### src/logic/rsmc_regs.svh
/*
 * Register offsets, field positions, reset values and timing counts of the
 * stream-mode codec. Assumes a 6-bit register address from the serial port.
 */
`ifndef RSMC_REGS_SVH
`define RSMC_REGS_SVH

`define RSMC_ADDR_MODE 6'h03
`define RSMC_ADDR_OPTS 6'h08

`define RSMC_MODE_RST 8'h00
`define RSMC_OPTS_RST 8'h00

// Operating-mode field inside operating_mode_select
`define RSMC_OM_MSB 6
`define RSMC_OM_LSB 3
`define RSMC_OM_STREAM_SUB 4'hE
`define RSMC_OM_STREAM_BPSK 4'hF

// Fields of stream_options
`define RSMC_SCF_MSB 6
`define RSMC_SCF_LSB 5
`define RSMC_SCP_MSB 4
`define RSMC_SCP_LSB 3
`define RSMC_STX_MSB 2
`define RSMC_STX_LSB 0

// Timing in carrier cycles; the quiet limit in reporting periods
`define RSMC_SUB_SC_BASE 7'h40
`define RSMC_BPSK_SC_BASE 7'h10
`define RSMC_BPSK_SC_MIN 7'h04
`define RSMC_TX_BASE 8'h80
`define RSMC_QUIET_LIMIT 4'h8

`endif

### src/logic/rsmc_pkg.sv
/*
 * Types of the stream-mode codec: state enums and the packed state records.
 * Assumes nothing of its surroundings.
 */
package rsmc_pkg;

    typedef enum logic [1:0] {
        RX_HUNT = 2'h1,
        RX_DATA = 2'h2
    } rsmc_rx_st_t;

    typedef enum logic [2:0] {
        TX_IDLE = 3'h1,
        TX_LOAD = 3'h2,
        TX_SEND = 3'h4
    } rsmc_tx_st_t;

    typedef struct packed {
        logic [2:0] car_sync;
        logic [2:0] sc_sync;
        logic [7:0] mode;
        logic [7:0] opts;
        logic [7:0] rdata;
        rsmc_rx_st_t rx_st;
        logic [9:0] per_cnt;
        logic [6:0] sc_cnt;
        logic [3:0] edges;
        logic [3:0] quiet;
        logic ref_ph;
        logic samp;
        logic rx_bit_vld;
        logic rx_bit;
        logic rx_flush;
        logic rx_start;
        logic rx_end;
        rsmc_tx_st_t tx_st;
        logic [7:0] tx_sh;
        logic [2:0] tx_idx;
        logic [7:0] tx_cnt;
        logic mod;
    } rsmc_state_t;

    typedef struct packed {
        logic [7:0] sh;
        logic [3:0] n;
        logic [7:0] data;
        logic [3:0] nbits;
        logic push;
    } rsmc_pack_t;

endpackage : rsmc_pkg

### src/logic/rsmc_codec.sv
/*
 * Stream-mode coder/decoder: receives sub-carrier or BPSK streams into
 * FIFO bytes and serialises FIFO bytes into carrier modulation.
 * Assumes a register write port from the serial interface, a FIFO pop/push
 * side on this clock, and carrier and sub-carrier pins from the analog side.
 */
`timescale 1ns/1ps
`include "rsmc_regs.svh"

// Behaviour
// RULE_01: Sub-carrier receive supports fc/64 to fc/8.
// RULE_02: Sub-carrier reporting period two to eight periods.
// RULE_03: First carrier period: start event, first bit.
// RULE_04: Sub-carrier: bit 1 present, 0 absent.
// RULE_05: Sub-carrier ends after over eight empty periods.
// RULE_06: Sub mode scf 01b fc/32, scp 10b four.
// RULE_07: BPSK receive supports fc/16 to fc/4.
// RULE_08: BPSK reporting period one to eight periods.
// RULE_09: BPSK: initial phase 0, inverted phase 1.
// RULE_10: BPSK ends at first empty period.
// RULE_11: BPSK scf 01b fc/8, scp 01b two.
// RULE_12: Tx bit 0 unmodulated, 1 modulated.
// RULE_13: Tx bit period field, 000b is 128 cycles.
// RULE_14: Transmission starts only on transmit command.
// RULE_15: First bit in FIFO byte LSB.
// RULE_16: Controller selects stream mode and options first.
// RULE_17: All timing counted in carrier cycles.
// RULE_18: Pack bits, commit partial byte at end.
module rsmc_codec #(
    parameter int DET_EDGES = 2
) (
    input wire logic sys_clk_i,
    input wire logic srst_i,
    input wire logic reg_wr_i,
    input wire logic [5:0] reg_addr_i,
    input wire logic [7:0] reg_wdata_i,
    output logic [7:0] reg_rdata_o,
    input wire logic carrier_i,
    input wire logic subcarrier_i,
    input wire logic tx_cmd_i,
    input wire logic tx_cmd_crc_i,
    input wire logic [7:0] tx_byte_i,
    input wire logic tx_valid_i,
    output logic tx_ready_o,
    output logic mod_o,
    output logic tx_busy_o,
    output logic [7:0] rx_byte_o,
    output logic [3:0] rx_nbits_o,
    output logic rx_push_o,
    output logic rx_start_o,
    output logic rx_end_o
);
    if (DET_EDGES < 1 || DET_EDGES > 15) begin : g_bad_det
        $error("DET_EDGES must lie in 1..15");
    end

    localparam logic [3:0] DET_MIN = 4'(DET_EDGES);

    rsmc_pkg::rsmc_state_t state_ff;
    rsmc_pkg::rsmc_state_t nxt_state;

    logic car_tick;
    logic sc_edge;
    logic is_sub;
    logic is_bpsk;
    logic [1:0] scf;
    logic [1:0] scp_eff;
    logic [2:0] stx;
    logic [6:0] sub_len;
    logic [9:0] per_len;
    logic [7:0] tx_len;
    logic per_end;
    logic present;
    logic tx_go;

    always_comb begin
        car_tick = state_ff.car_sync[1] & ~state_ff.car_sync[2];
        sc_edge = state_ff.sc_sync[1] ^ state_ff.sc_sync[2];
        is_sub = state_ff.mode[`RSMC_OM_MSB:`RSMC_OM_LSB] == `RSMC_OM_STREAM_SUB;
        is_bpsk = state_ff.mode[`RSMC_OM_MSB:`RSMC_OM_LSB] == `RSMC_OM_STREAM_BPSK;
        scf = state_ff.opts[`RSMC_SCF_MSB:`RSMC_SCF_LSB];
        stx = state_ff.opts[`RSMC_STX_MSB:`RSMC_STX_LSB];
        scp_eff = state_ff.opts[`RSMC_SCP_MSB:`RSMC_SCP_LSB];
        // Sub-carrier mode has no single-period report, so 00b acts as two
        if (is_sub && scp_eff == 2'h0) begin
            scp_eff = 2'h1; // RULE_02
        end
        if (is_sub) begin
            sub_len = `RSMC_SUB_SC_BASE >> scf; // RULE_01 RULE_06
        end else if (scf == 2'h3) begin
            sub_len = `RSMC_BPSK_SC_MIN;
        end else begin
            sub_len = `RSMC_BPSK_SC_BASE >> scf; // RULE_07 RULE_11
        end
        per_len = 10'(sub_len) << scp_eff; // RULE_08
        tx_len = `RSMC_TX_BASE >> stx; // RULE_13
        // A shorter period written mid-count must not let the counter run to wrap
        per_end = car_tick && state_ff.per_cnt >= per_len - 10'h001;
        present = state_ff.edges >= DET_MIN;
        tx_go = tx_cmd_i | tx_cmd_crc_i;
    end

    always_comb begin
        nxt_state = state_ff;
        nxt_state.car_sync = {state_ff.car_sync[1:0], carrier_i};
        nxt_state.sc_sync = {state_ff.sc_sync[1:0], subcarrier_i};
        nxt_state.rx_bit_vld = 1'b0;
        nxt_state.rx_flush = 1'b0;
        nxt_state.rx_start = 1'b0;
        nxt_state.rx_end = 1'b0;

        if (reg_wr_i && reg_addr_i == `RSMC_ADDR_MODE) begin
            nxt_state.mode = reg_wdata_i; // RULE_16
        end
        if (reg_wr_i && reg_addr_i == `RSMC_ADDR_OPTS) begin
            nxt_state.opts = reg_wdata_i;
        end
        case (reg_addr_i)
            `RSMC_ADDR_MODE: nxt_state.rdata = state_ff.mode;
            `RSMC_ADDR_OPTS: nxt_state.rdata = state_ff.opts;
            default: nxt_state.rdata = 8'h00;
        endcase

        // Receive timing advances only on carrier edges
        if (car_tick) begin
            nxt_state.per_cnt = per_end ? 10'h000 : state_ff.per_cnt + 10'h001; // RULE_17
            if (state_ff.sc_cnt >= sub_len - 7'h01) begin
                nxt_state.sc_cnt = 7'h00;
            end else begin
                nxt_state.sc_cnt = state_ff.sc_cnt + 7'h01;
            end
            if (state_ff.sc_cnt == (sub_len >> 2)) begin
                nxt_state.samp = state_ff.sc_sync[1];
            end
        end
        if (per_end) begin
            nxt_state.edges = 4'h0;
        end else if (sc_edge && state_ff.edges != 4'hF) begin
            nxt_state.edges = state_ff.edges + 4'h1;
        end

        // Receive is held off while transmitting or outside stream mode
        if (!(is_sub || is_bpsk) || state_ff.tx_st != rsmc_pkg::TX_IDLE) begin
            nxt_state.rx_st = rsmc_pkg::RX_HUNT;
            nxt_state.quiet = 4'h0;
            nxt_state.rx_flush = state_ff.rx_st == rsmc_pkg::RX_DATA;
        end else if (per_end) begin
            case (state_ff.rx_st)
                rsmc_pkg::RX_HUNT: begin
                    if (present) begin
                        nxt_state.rx_st = rsmc_pkg::RX_DATA; // RULE_03
                        nxt_state.rx_start = 1'b1;
                        nxt_state.rx_bit_vld = 1'b1;
                        nxt_state.rx_bit = is_sub;
                        nxt_state.ref_ph = state_ff.samp; // RULE_09
                        nxt_state.quiet = 4'h0;
                    end
                end
                rsmc_pkg::RX_DATA: begin
                    if (is_sub) begin
                        if (present) begin
                            nxt_state.quiet = 4'h0;
                        end else begin
                            nxt_state.quiet = state_ff.quiet + 4'h1;
                        end
                        if (!present && state_ff.quiet == `RSMC_QUIET_LIMIT) begin
                            nxt_state.rx_st = rsmc_pkg::RX_HUNT; // RULE_05
                            nxt_state.rx_end = 1'b1;
                            nxt_state.rx_flush = 1'b1; // RULE_18
                            nxt_state.quiet = 4'h0;
                        end else begin
                            nxt_state.rx_bit_vld = 1'b1;
                            nxt_state.rx_bit = present; // RULE_04
                        end
                    end else if (!present) begin
                        nxt_state.rx_st = rsmc_pkg::RX_HUNT; // RULE_10
                        nxt_state.rx_end = 1'b1;
                        nxt_state.rx_flush = 1'b1;
                    end else begin
                        nxt_state.rx_bit_vld = 1'b1;
                        nxt_state.rx_bit = state_ff.samp ^ state_ff.ref_ph; // RULE_09
                    end
                end
                default: nxt_state.rx_st = rsmc_pkg::RX_HUNT;
            endcase
        end

        case (state_ff.tx_st)
            rsmc_pkg::TX_IDLE: begin
                if (tx_go) begin
                    nxt_state.tx_st = rsmc_pkg::TX_LOAD; // RULE_14
                end
            end
            rsmc_pkg::TX_LOAD: begin
                if (tx_valid_i) begin
                    nxt_state.tx_sh = tx_byte_i;
                    nxt_state.tx_idx = 3'h0;
                    nxt_state.tx_cnt = 8'h00;
                    nxt_state.tx_st = rsmc_pkg::TX_SEND;
                end else begin
                    nxt_state.tx_st = rsmc_pkg::TX_IDLE;
                end
            end
            rsmc_pkg::TX_SEND: begin
                if (car_tick) begin
                    if (state_ff.tx_cnt >= tx_len - 8'h01) begin
                        nxt_state.tx_cnt = 8'h00; // RULE_13
                        nxt_state.tx_idx = state_ff.tx_idx + 3'h1;
                        if (state_ff.tx_idx == 3'h7) begin
                            nxt_state.tx_st = rsmc_pkg::TX_LOAD;
                        end
                    end else begin
                        nxt_state.tx_cnt = state_ff.tx_cnt + 8'h01;
                    end
                end
            end
            default: nxt_state.tx_st = rsmc_pkg::TX_IDLE;
        endcase
        // Modulator holds its level while the next byte is fetched
        if (nxt_state.tx_st == rsmc_pkg::TX_SEND) begin
            nxt_state.mod = nxt_state.tx_sh[nxt_state.tx_idx]; // RULE_12 RULE_15
        end else if (nxt_state.tx_st == rsmc_pkg::TX_IDLE) begin
            nxt_state.mod = 1'b0;
        end
    end

    always_ff @(posedge sys_clk_i) begin
        if (srst_i) begin
            state_ff <= '0;
            state_ff.mode <= `RSMC_MODE_RST;
            state_ff.opts <= `RSMC_OPTS_RST;
            state_ff.rx_st <= rsmc_pkg::RX_HUNT;
            state_ff.tx_st <= rsmc_pkg::TX_IDLE;
        end else begin
            state_ff <= nxt_state;
        end
    end

    rsmc_packer u_packer (
        .sys_clk_i(sys_clk_i),
        .srst_i(srst_i),
        .bit_vld_i(state_ff.rx_bit_vld),
        .bit_i(state_ff.rx_bit),
        .flush_i(state_ff.rx_flush),
        .byte_o(rx_byte_o),
        .nbits_o(rx_nbits_o),
        .push_o(rx_push_o)
    );

    assign reg_rdata_o = state_ff.rdata;
    assign tx_ready_o = state_ff.tx_st == rsmc_pkg::TX_LOAD;
    assign mod_o = state_ff.mod;
    assign tx_busy_o = state_ff.tx_st != rsmc_pkg::TX_IDLE;
    assign rx_start_o = state_ff.rx_start;
    assign rx_end_o = state_ff.rx_end;
endmodule : rsmc_codec

### src/logic/rsmc_packer.sv
/*
 * Packs received stream bits into bytes, first bit in the least significant
 * position, and commits a partial byte on flush.
 * Assumes bit_vld_i and flush_i never coincide and come from the same clock.
 */
`timescale 1ns/1ps
module rsmc_packer (
    input wire logic sys_clk_i,
    input wire logic srst_i,
    input wire logic bit_vld_i,
    input wire logic bit_i,
    input wire logic flush_i,
    output logic [7:0] byte_o,
    output logic [3:0] nbits_o,
    output logic push_o
);
    rsmc_pkg::rsmc_pack_t state_ff;
    rsmc_pkg::rsmc_pack_t nxt_state;

    always_comb begin
        nxt_state = state_ff;
        nxt_state.push = 1'b0;
        if (bit_vld_i) begin
            nxt_state.sh[state_ff.n[2:0]] = bit_i; // RULE_15
            nxt_state.n = state_ff.n + 4'h1;
            if (state_ff.n == 4'h7) begin
                nxt_state.data = nxt_state.sh;
                nxt_state.nbits = 4'h8;
                nxt_state.push = 1'b1;
                nxt_state.n = 4'h0;
                nxt_state.sh = 8'h00;
            end
        end else if (flush_i && state_ff.n != 4'h0) begin
            nxt_state.data = state_ff.sh; // RULE_18
            nxt_state.nbits = state_ff.n;
            nxt_state.push = 1'b1;
            nxt_state.n = 4'h0;
            nxt_state.sh = 8'h00;
        end
    end

    always_ff @(posedge sys_clk_i) begin
        if (srst_i) begin
            state_ff <= '0;
        end else begin
            state_ff <= nxt_state;
        end
    end

    assign byte_o = state_ff.data;
    assign nbits_o = state_ff.nbits;
    assign push_o = state_ff.push;

endmodule : rsmc_packer

### config.mk
export PLATFORM = sky130hd
export DESIGN_NAME = rsmc_codec
export DESIGN_NICKNAME = d
export VERILOG_FILES = /design/src/logic/rsmc_pkg.sv /design/src/logic/rsmc_codec.sv /design/src/logic/rsmc_packer.sv
export VERILOG_INCLUDE_DIRS = /design/src /design/src/logic
export SDC_FILE = /design/constraint.sdc
export NUM_CORES = 1
export LEC_CHECK = 0
export ABC_AREA = 1
export BUFFER_PORTS_ARGS = -buffer_cell sky130_fd_sc_hd__buf_4
export CAP_MARGIN = 10
export CORE_UTILIZATION = 24
export DETAILED_ROUTE_END_ITERATION = 6
export PLACE_DENSITY_LB_ADDON = 0.3
export SYNTH_ARGS = -nofsm -noshare
export SYNTH_HDL_FRONTEND = slang
export SYNTH_SLANG_ARGS = --single-unit
### constraint.sdc
create_clock -name sys_clk_i -period 4.25 [get_ports sys_clk_i]
set_input_delay 0.6375 -clock sys_clk_i [delete_from_list [all_inputs] [get_ports sys_clk_i]]
set_output_delay 0.6375 -clock sys_clk_i [all_outputs]
set_load 0.01 [all_outputs]
==> results.md, run 1 <==
- Final worst-path cycle share: 0.8241
- Leak: 0.002999 uW
- Placed insts: 1179
- CTS max path bufs: 2
- Site row count: 57
- GRT Util Overall: 0.1128
- Asr flop ratio synth: 0
- Top cell type's share of synthesized area: 0.3786
- Fmax: 285.5 MHz
- Setup Skew: 0.01407 ns
- Largest net degree at the start of global routing: 60
- Endpoints failing setup: 0
- Cell taking the most area after synthesis: dfxtp_1
- # diodes: 0
- Via/cell ratio: 4.220
- Worst min-delay path class: flop to flop
- Total Nets Final: 932
- Core ar.: 24250 um2
- CTS tree: built
- Max H-tree Level: 3
- CP Launch Type: flop
- Hold_buf cts: 0
- Clock Sinks: 112
- Die area: 25310 um2
- Power Density: 302.5 nW/um2
- Syn Inst Count: 833
- DRT antenna net count: 0
- Primary FF master, synth: dfxtp_1
- Worst-path cell chain: nand4_2 > nand2_2 > nand2_4 > nor2_2 > nand2_1 > o21ai_1 > nand2_1 > ha_1 > inv_1 > nor2_2 > xnor2_1 > inv_1 > ha_1 > nand2_1 > nor2_1 > nand3_1 > o2111ai_1 > nand2_1 > a21oi_1 > o211ai_1 > o21ai_0 > nor2_1
- Yosys Warn Count: 0
- Critical Path Most Common Cell: nand2_1
- Initial antenna violation count: 0
- # DRC: 2
- CP max stage cell: dfxtp_1
- First-pass GRT wire length: 23.39 mm
- Critical path data required time: 4.52 ns
- Share of layout cells above drive strength 1: 0.1206
- Worst-Margin Slew: 0.8103 ns
- Initial DRC Count: 226
- RSZ-0062 raised after global routing: no
- Post-synth cell types: 44
- Post-synthesis sequential area ratio: 0.3786
- RePlAce Congestion: 0.7838
- Clock transition at path regs: 0.08 ns
- Chip width: 159.1 um
- Max cap viols: 0
- Status: complete, but fails checks
- Element type at the critical path end: flop
- Syn Area/Cell: 7.109 um2
- Synth-to-Final Area Change: 15.66%
- Maximum vdd ir drop: 0.2252 mV
- Worst-Skew Late Latency: 0.37 ns
- Post-Route WL: 13.39 mm
- Clock tree root driver cell: clkbuf_16
- Pins Over Slew Limit: 0
- I/O Buffers: 55
- Vias: 5043
- Slew margin rel.: 0.4578
- Die Y: 159.1 um
- Overflow left after global routing: 0
- Total Power: 2072 uW
- Max FO, Critical Path: 8
- Critical path's largest stage delay: 0.41 ns
- Final Hold Fails: 0
- DR pass1 iterations: 6
- Layout Cells excl Fill: 1195
- Synth top area cells: dfxtp_1, nand2_1, ha_1, inv_1, nor2_1
- I/O Pins: 56
- Mapped Area: 5922 um2
- Tmin final: 3.502 ns
- Resize count post-CTS: 0
- Starting density of the core: 0.2442
- Failing checks: DRC
- Vias in the first global route: 4919
- Avg WL per Cell: 11.21 um
- Cts bufs inserted: 9
- Crit Path Category: flop to flop
- Worst Path Arrival: 3.77 ns
- Final setup TNS: 0 ns
- Post-synth EDFFs: 0
- FF+latch count, synth: 112
- Setup bufs post-CTS: 0
- Final HPWL DP: 10.09 mm
## per-layer routing
| layer | vias up | track usage | part of all wire |
|---|---|---|---|
| li1 | 2725 | - | - |
| met1 | 2246 | 0.1485 | 0.50 |
| met2 | 60 | 0.1848 | 0.45 |
| met3 | 12 | 0.01771 | 0.027 |
| met4 | 0 | 0.04327 | 0.017 |
| met5 | - | 0 | 0 |
## metrics by stage
| stage | instance area (um2) | worst slack (ns) | util | hold WS, ns |
|---|---|---|---|---|
| 2_1_floorplan | 5926 | 1.225 | - | 0.3883 |
| 3_3_place_gp | 6546 | 0.8245 | 0.2700 | 0.3916 |
| 3_5_place_dp | 6546 | 0.6970 | 0.2700 | 0.3948 |
| 4_1_cts | 6849 | 0.7039 | 0.2825 | 0.4060 |
| 5_1_grt | 6849 | 0.1490 | 0.2825 | 0.4217 |
| 6_report | 6849 | 0.7476 | 0.2825 | 0.4018 |
## layout make-up
cell class | count | area, um2
clock inverter | 7 | 77.57
multi-input combinational | 571 | 3038
clock buffer | 9 | 225.2
fill | 2756 | 17400
inverter | 115 | 432.9
tap | 324 | 405.4
timing repair buffer | 57 | 427.9
sequential | 112 | 2242
## state kept, by name (all words and copies together) (netlist names)
signal / cells
u_packer.nbits_o: 4
scf: 2
rx_start_o: 1
u_packer.state_ff: 12
nxt_state: 4
reg_rdata_o: 8
state_ff: 70
rx_end_o: 1
u_packer.byte_o: 8
u_packer.push_o: 1
mod_o: 1
## worst max-delay path: cells and delay by family, from the launching register on
kind	cells	cell delay, ns
AND/OR/NAND/NOR	12	1.25
AO/OA/AOI/OAI	5	0.97
adder cells (fa/ha/maj)	2	0.50
flip-flops	1	0.41
buffers and inverters	2	0.16
XOR/XNOR	1	0.12
## synthesized netlist by cell type, types with 8 or more instances
cell type / instances
a21oi_1: 63
clkbuf_1: 14
nor3_1: 10
dfxtp_1: 112
nand2_1: 179
nor2_1: 100
inv_1: 105
o22ai_1: 8
xor2_1: 18
inv_2: 8
nand3_1: 47
ha_1: 36
buf_4: 20
o21ai_0: 38
## path summary, 6_finish.rpt
kind,from,slack (ns),depth (start not counted),endpoint
setup reg to reg,state_ff[77],0.75,22,state_ff[30]
hold / removal,nxt_state[85],0.40,2,nxt_state[86]
hold reg to reg,nxt_state[85],0.40,2,nxt_state[86]
setup / recovery,state_ff[77],0.75,22,state_ff[30]
## cells in the final DEF, fill, tap and decap left out, types with 5 or more instances in the layout
cell type | synthesis | routed
dfxtp_1 | 112 | 112
clkbuf_16 | 0 | 9
o22ai_1 | 8 | 8
o21ai_1 | 7 | 7
nand3_1 | 47 | 47
ha_1 | 36 | 36
buf_4 | 20 | 57
nor2_1 | 100 | 100
nand4_1 | 7 | 7
nor3_1 | 10 | 10
nand2_1 | 179 | 179
inv_1 | 105 | 105
xor2_1 | 18 | 18
nor2_2 | 5 | 5
o21ai_0 | 38 | 38
inv_2 | 8 | 8
xnor2_1 | 6 | 6
a21oi_1 | 63 | 63
nor3b_1 | 6 | 6
## cells by family (layout without fill, tap and decap cells)
| group | after synthesis | in the layout | synth area share |
|---|---|---|---|
| flops | 112 | 112 | 0.3786 |
| compound gates | 135 | 135 | 0.1259 |
| xor+xnor | 24 | 24 | 0.03550 |
| buf+inv | 151 | 188 | 0.1090 |
| simple gates | 374 | 374 | 0.2742 |
| fa+ha+maj | 36 | 36 | 0.07606 |
| other cells | 1 | 2 | 0.0006332 |
## power by group
group | total (uW) | internal, uW | switching, uW | leakage, uW
logic | 111 | 43.6 | 67.7 | 0.00195
clock network | 893 | 466 | 428 | 0.000147
registers | 1070 | 1060 | 8.02 | 0.000904
Power figures use the tool's default switching activity.
==> run 2: changes to the inputs <==
==> constraint.sdc (replaced) <==
create_clock -name sys_clk_i -period 3 [get_ports sys_clk_i]
set_input_delay 0.45 -clock sys_clk_i [delete_from_list [all_inputs] [get_ports sys_clk_i]]
set_output_delay 0.45 -clock sys_clk_i [all_outputs]
set_load 0.01 [all_outputs]
==> run 2 against run 1 <==
Compared with the run above: the run ends with DRC, setup timing left; clock power is 32% higher; maximum frequency rose by 13%; hold slack worse by 0.12 ns; first-iteration DRC count fell by 18%; non-clock buffer count increased by 49; clock skew down 0.0056 ns; final cell count increased by 4.1%; sequential share of layout area down 2.9 points; largest cell class unchanged; highest routed layer unchanged.
==> results.md, run 2 (synthesis results as in run 1) <==
- Largest regs: state_ff: 70 flops, u_packer.state_ff: 12 flops
- Hold_buf cts: 0
- Filler cell count: 2639
- Total Nets Final: 981
- Worst-Skew Late Latency: 0.36 ns
- Worst min-delay path class: input pin to flop
- # diodes: 0
- CTS tree: built
- Final HPWL DP: 9.976 mm
- Failing checks: DRC, setup timing
- Final Worst Setup Slack: -0.1042 ns
- Clock tree root driver cell: clkbuf_16
- Power Density: 381.2 nW/um2
- Cts bufs inserted: 9
- Pins Over Slew Limit: 0
- Worst reg2reg path startpoint: state_ff[77]
- Leak: 0.003257 uW
- Placed cell area: 6863 um2
- Hold_sp: carrier_i
- RePlAce Congestion: 0.7711
- Die area: 25310 um2
- Initial DRC Count: 186
- Area of the multi-input gates: 3339 um2
- CP Launch Type: flop
- Clock Sinks: 112
- Design Area, Final: 7555 um2
- Slew margin rel.: 0.3659
- I/O Pins: 56
- Final worst-path cycle share: 1.035
- Layout Cells excl Fill: 1244
- Post-Route WL: 14.06 mm
- Fin Hold WS: 0.2837 ns
- Setup Skew: 0.008474 ns
- First-pass GRT wire length: 23.07 mm
- Die Y: 159.1 um
- Clock transition at path regs: 0.08 ns
- Tmin final: 3.104 ns
- Crit path to: state_ff[32]
- Endpoints failing setup: 7
- Vias in the first global route: 4842
- Final core occ: 0.3116
- Avg WL per Cell: 11.30 um
- Overflow left after global routing: 0
- Element type at the critical path end: flop
- Status: complete, but fails checks
- Critical path data required time: 3.25 ns
- # DRC: 2
- Worst R2R Setup Slack: -0.10 ns
- Fmax: 322.1 MHz
- Commonest cells after routing, fill and taps aside: nand2_1, dfxtp_1, inv_1, buf_4, nor2_1
- GRT Util Overall: 0.1112
- Via/cell ratio: 4.214
- Chip width: 159.1 um
- Worst Reg-to-Reg Cells: 25
- Final Hold Fails: 0
- Maximum vdd ir drop: 0.2782 mV
- Initial antenna violation count: 0
- Reg-to-Reg End: state_ff[32]
- Max FO, Critical Path: 8
- Worst Path Arrival: 3.35 ns
- FF/Latch Area: 2255 um2
- Placed insts: 1219
- Max cap viols: 0
- CP max stage cell: dfxtp_4
- Max H-tree Level: 3
- Worst-Margin Slew: 0.9425 ns
- Vias: 5242
- Share of layout cells above drive strength 1: 0.2239
- Commonest non-fill, non-tap cell in the layout: nand2_1
- DRT antenna net count: 0
- Crit. Startpoint: state_ff[77]
- Max reg flops: 70
- Crit Path Category: flop to flop
- Core ar.: 24250 um2
- Starting density of the core: 0.2442
- Synth-to-Final Area Change: 27.57%
- DR pass1 iterations: 6
- Largest net degree at the start of global routing: 60
- I/O Buffers: 55
- RSZ-0062 raised after global routing: yes
- Critical path's largest stage delay: 0.38 ns
- Biggest register: state_ff
- Site row count: 57
- CTS max path bufs: 2
run 2: changes by cell type in the layout (fill, tap and decap cells not counted), moves of 6 or more:
| cell | previous run | this run |
|---|---|---|
| nor2_1 | 100 | 94 |
| nand3_1 | 47 | 41 |
| buf_4 | 57 | 101 |
| nand2_1 | 179 | 168 |
| nor2_4 | 2 | 8 |
| nand2_2 | 4 | 12 |
run 2: power breakdown:
group | switching (uW) | internal, uW | leakage (uW)
logic | 108 | 78.6 | 0.00222
registers | 10.6 | 1500 | 0.000907
clock network | 589 | 595 | 0.000134
total | 708 | 2170 | 0.00326
run 2: worst min path at each step:
stage                          endpoint  slack [ns]  depth (start not counted)
final                     nxt_state[85]        0.28                          3
after global routing      nxt_state[85]        0.27                          3
after CTS                 nxt_state[85]        0.27                          3
after detailed placement  nxt_state[86]        0.39                          2
after global placement    nxt_state[86]        0.40                          2
after floorplan           nxt_state[83]        0.39                          2
run 2: critical path: cells and delay by family, from the launching register on:
kind | cells | cell delay, ns
AO/OA/AOI/OAI | 6 | 0.84
buffers and inverters | 2 | 0.09
flip-flops | 1 | 0.38
AND/OR/NAND/NOR | 16 | 1.42
adder cells (fa/ha/maj) | 1 | 0.26
run 2: layer usage:
metal	global-route usage	wire, um	vias up
li1	-	-	2828
met2	0.1856	6729	53
met3	0.01954	341	8
met1	0.1415	6846	2353
met4	0.04502	145	0
met5	0	0	-
run 2: timing repair:
action                                  in CTS  in global routing
pin swaps                                   12                 23
buffers inserted                             5                  4
cloned                                       0                  1
endpoints found under the setup margin      25                 26
resized for setup                           20                 59
run 2: final cells by class:
class / instances / share of cell area
sequential: 112 / 0.2984
inverter: 115 / 0.05763
multi-input combinational: 571 / 0.4420
timing repair buffer: 106 / 0.1108
tap: 324 / 0.05366
clock buffer: 11 / 0.03213
clock inverter: 5 / 0.005300
run 2: stage by stage:
step	setup slack (ns)	setup TNS (ns)	total power, uW
final	-0.1042	-0.4536	2880
after global routing	-0.3301	-3.046	3014
after CTS	-0.05419	-0.1678	2916
after detailed placement	-0.2753	-2.768	1716
after global placement	-0.1683	-0.8463	1716
after floorplan	0.02910	0	1638
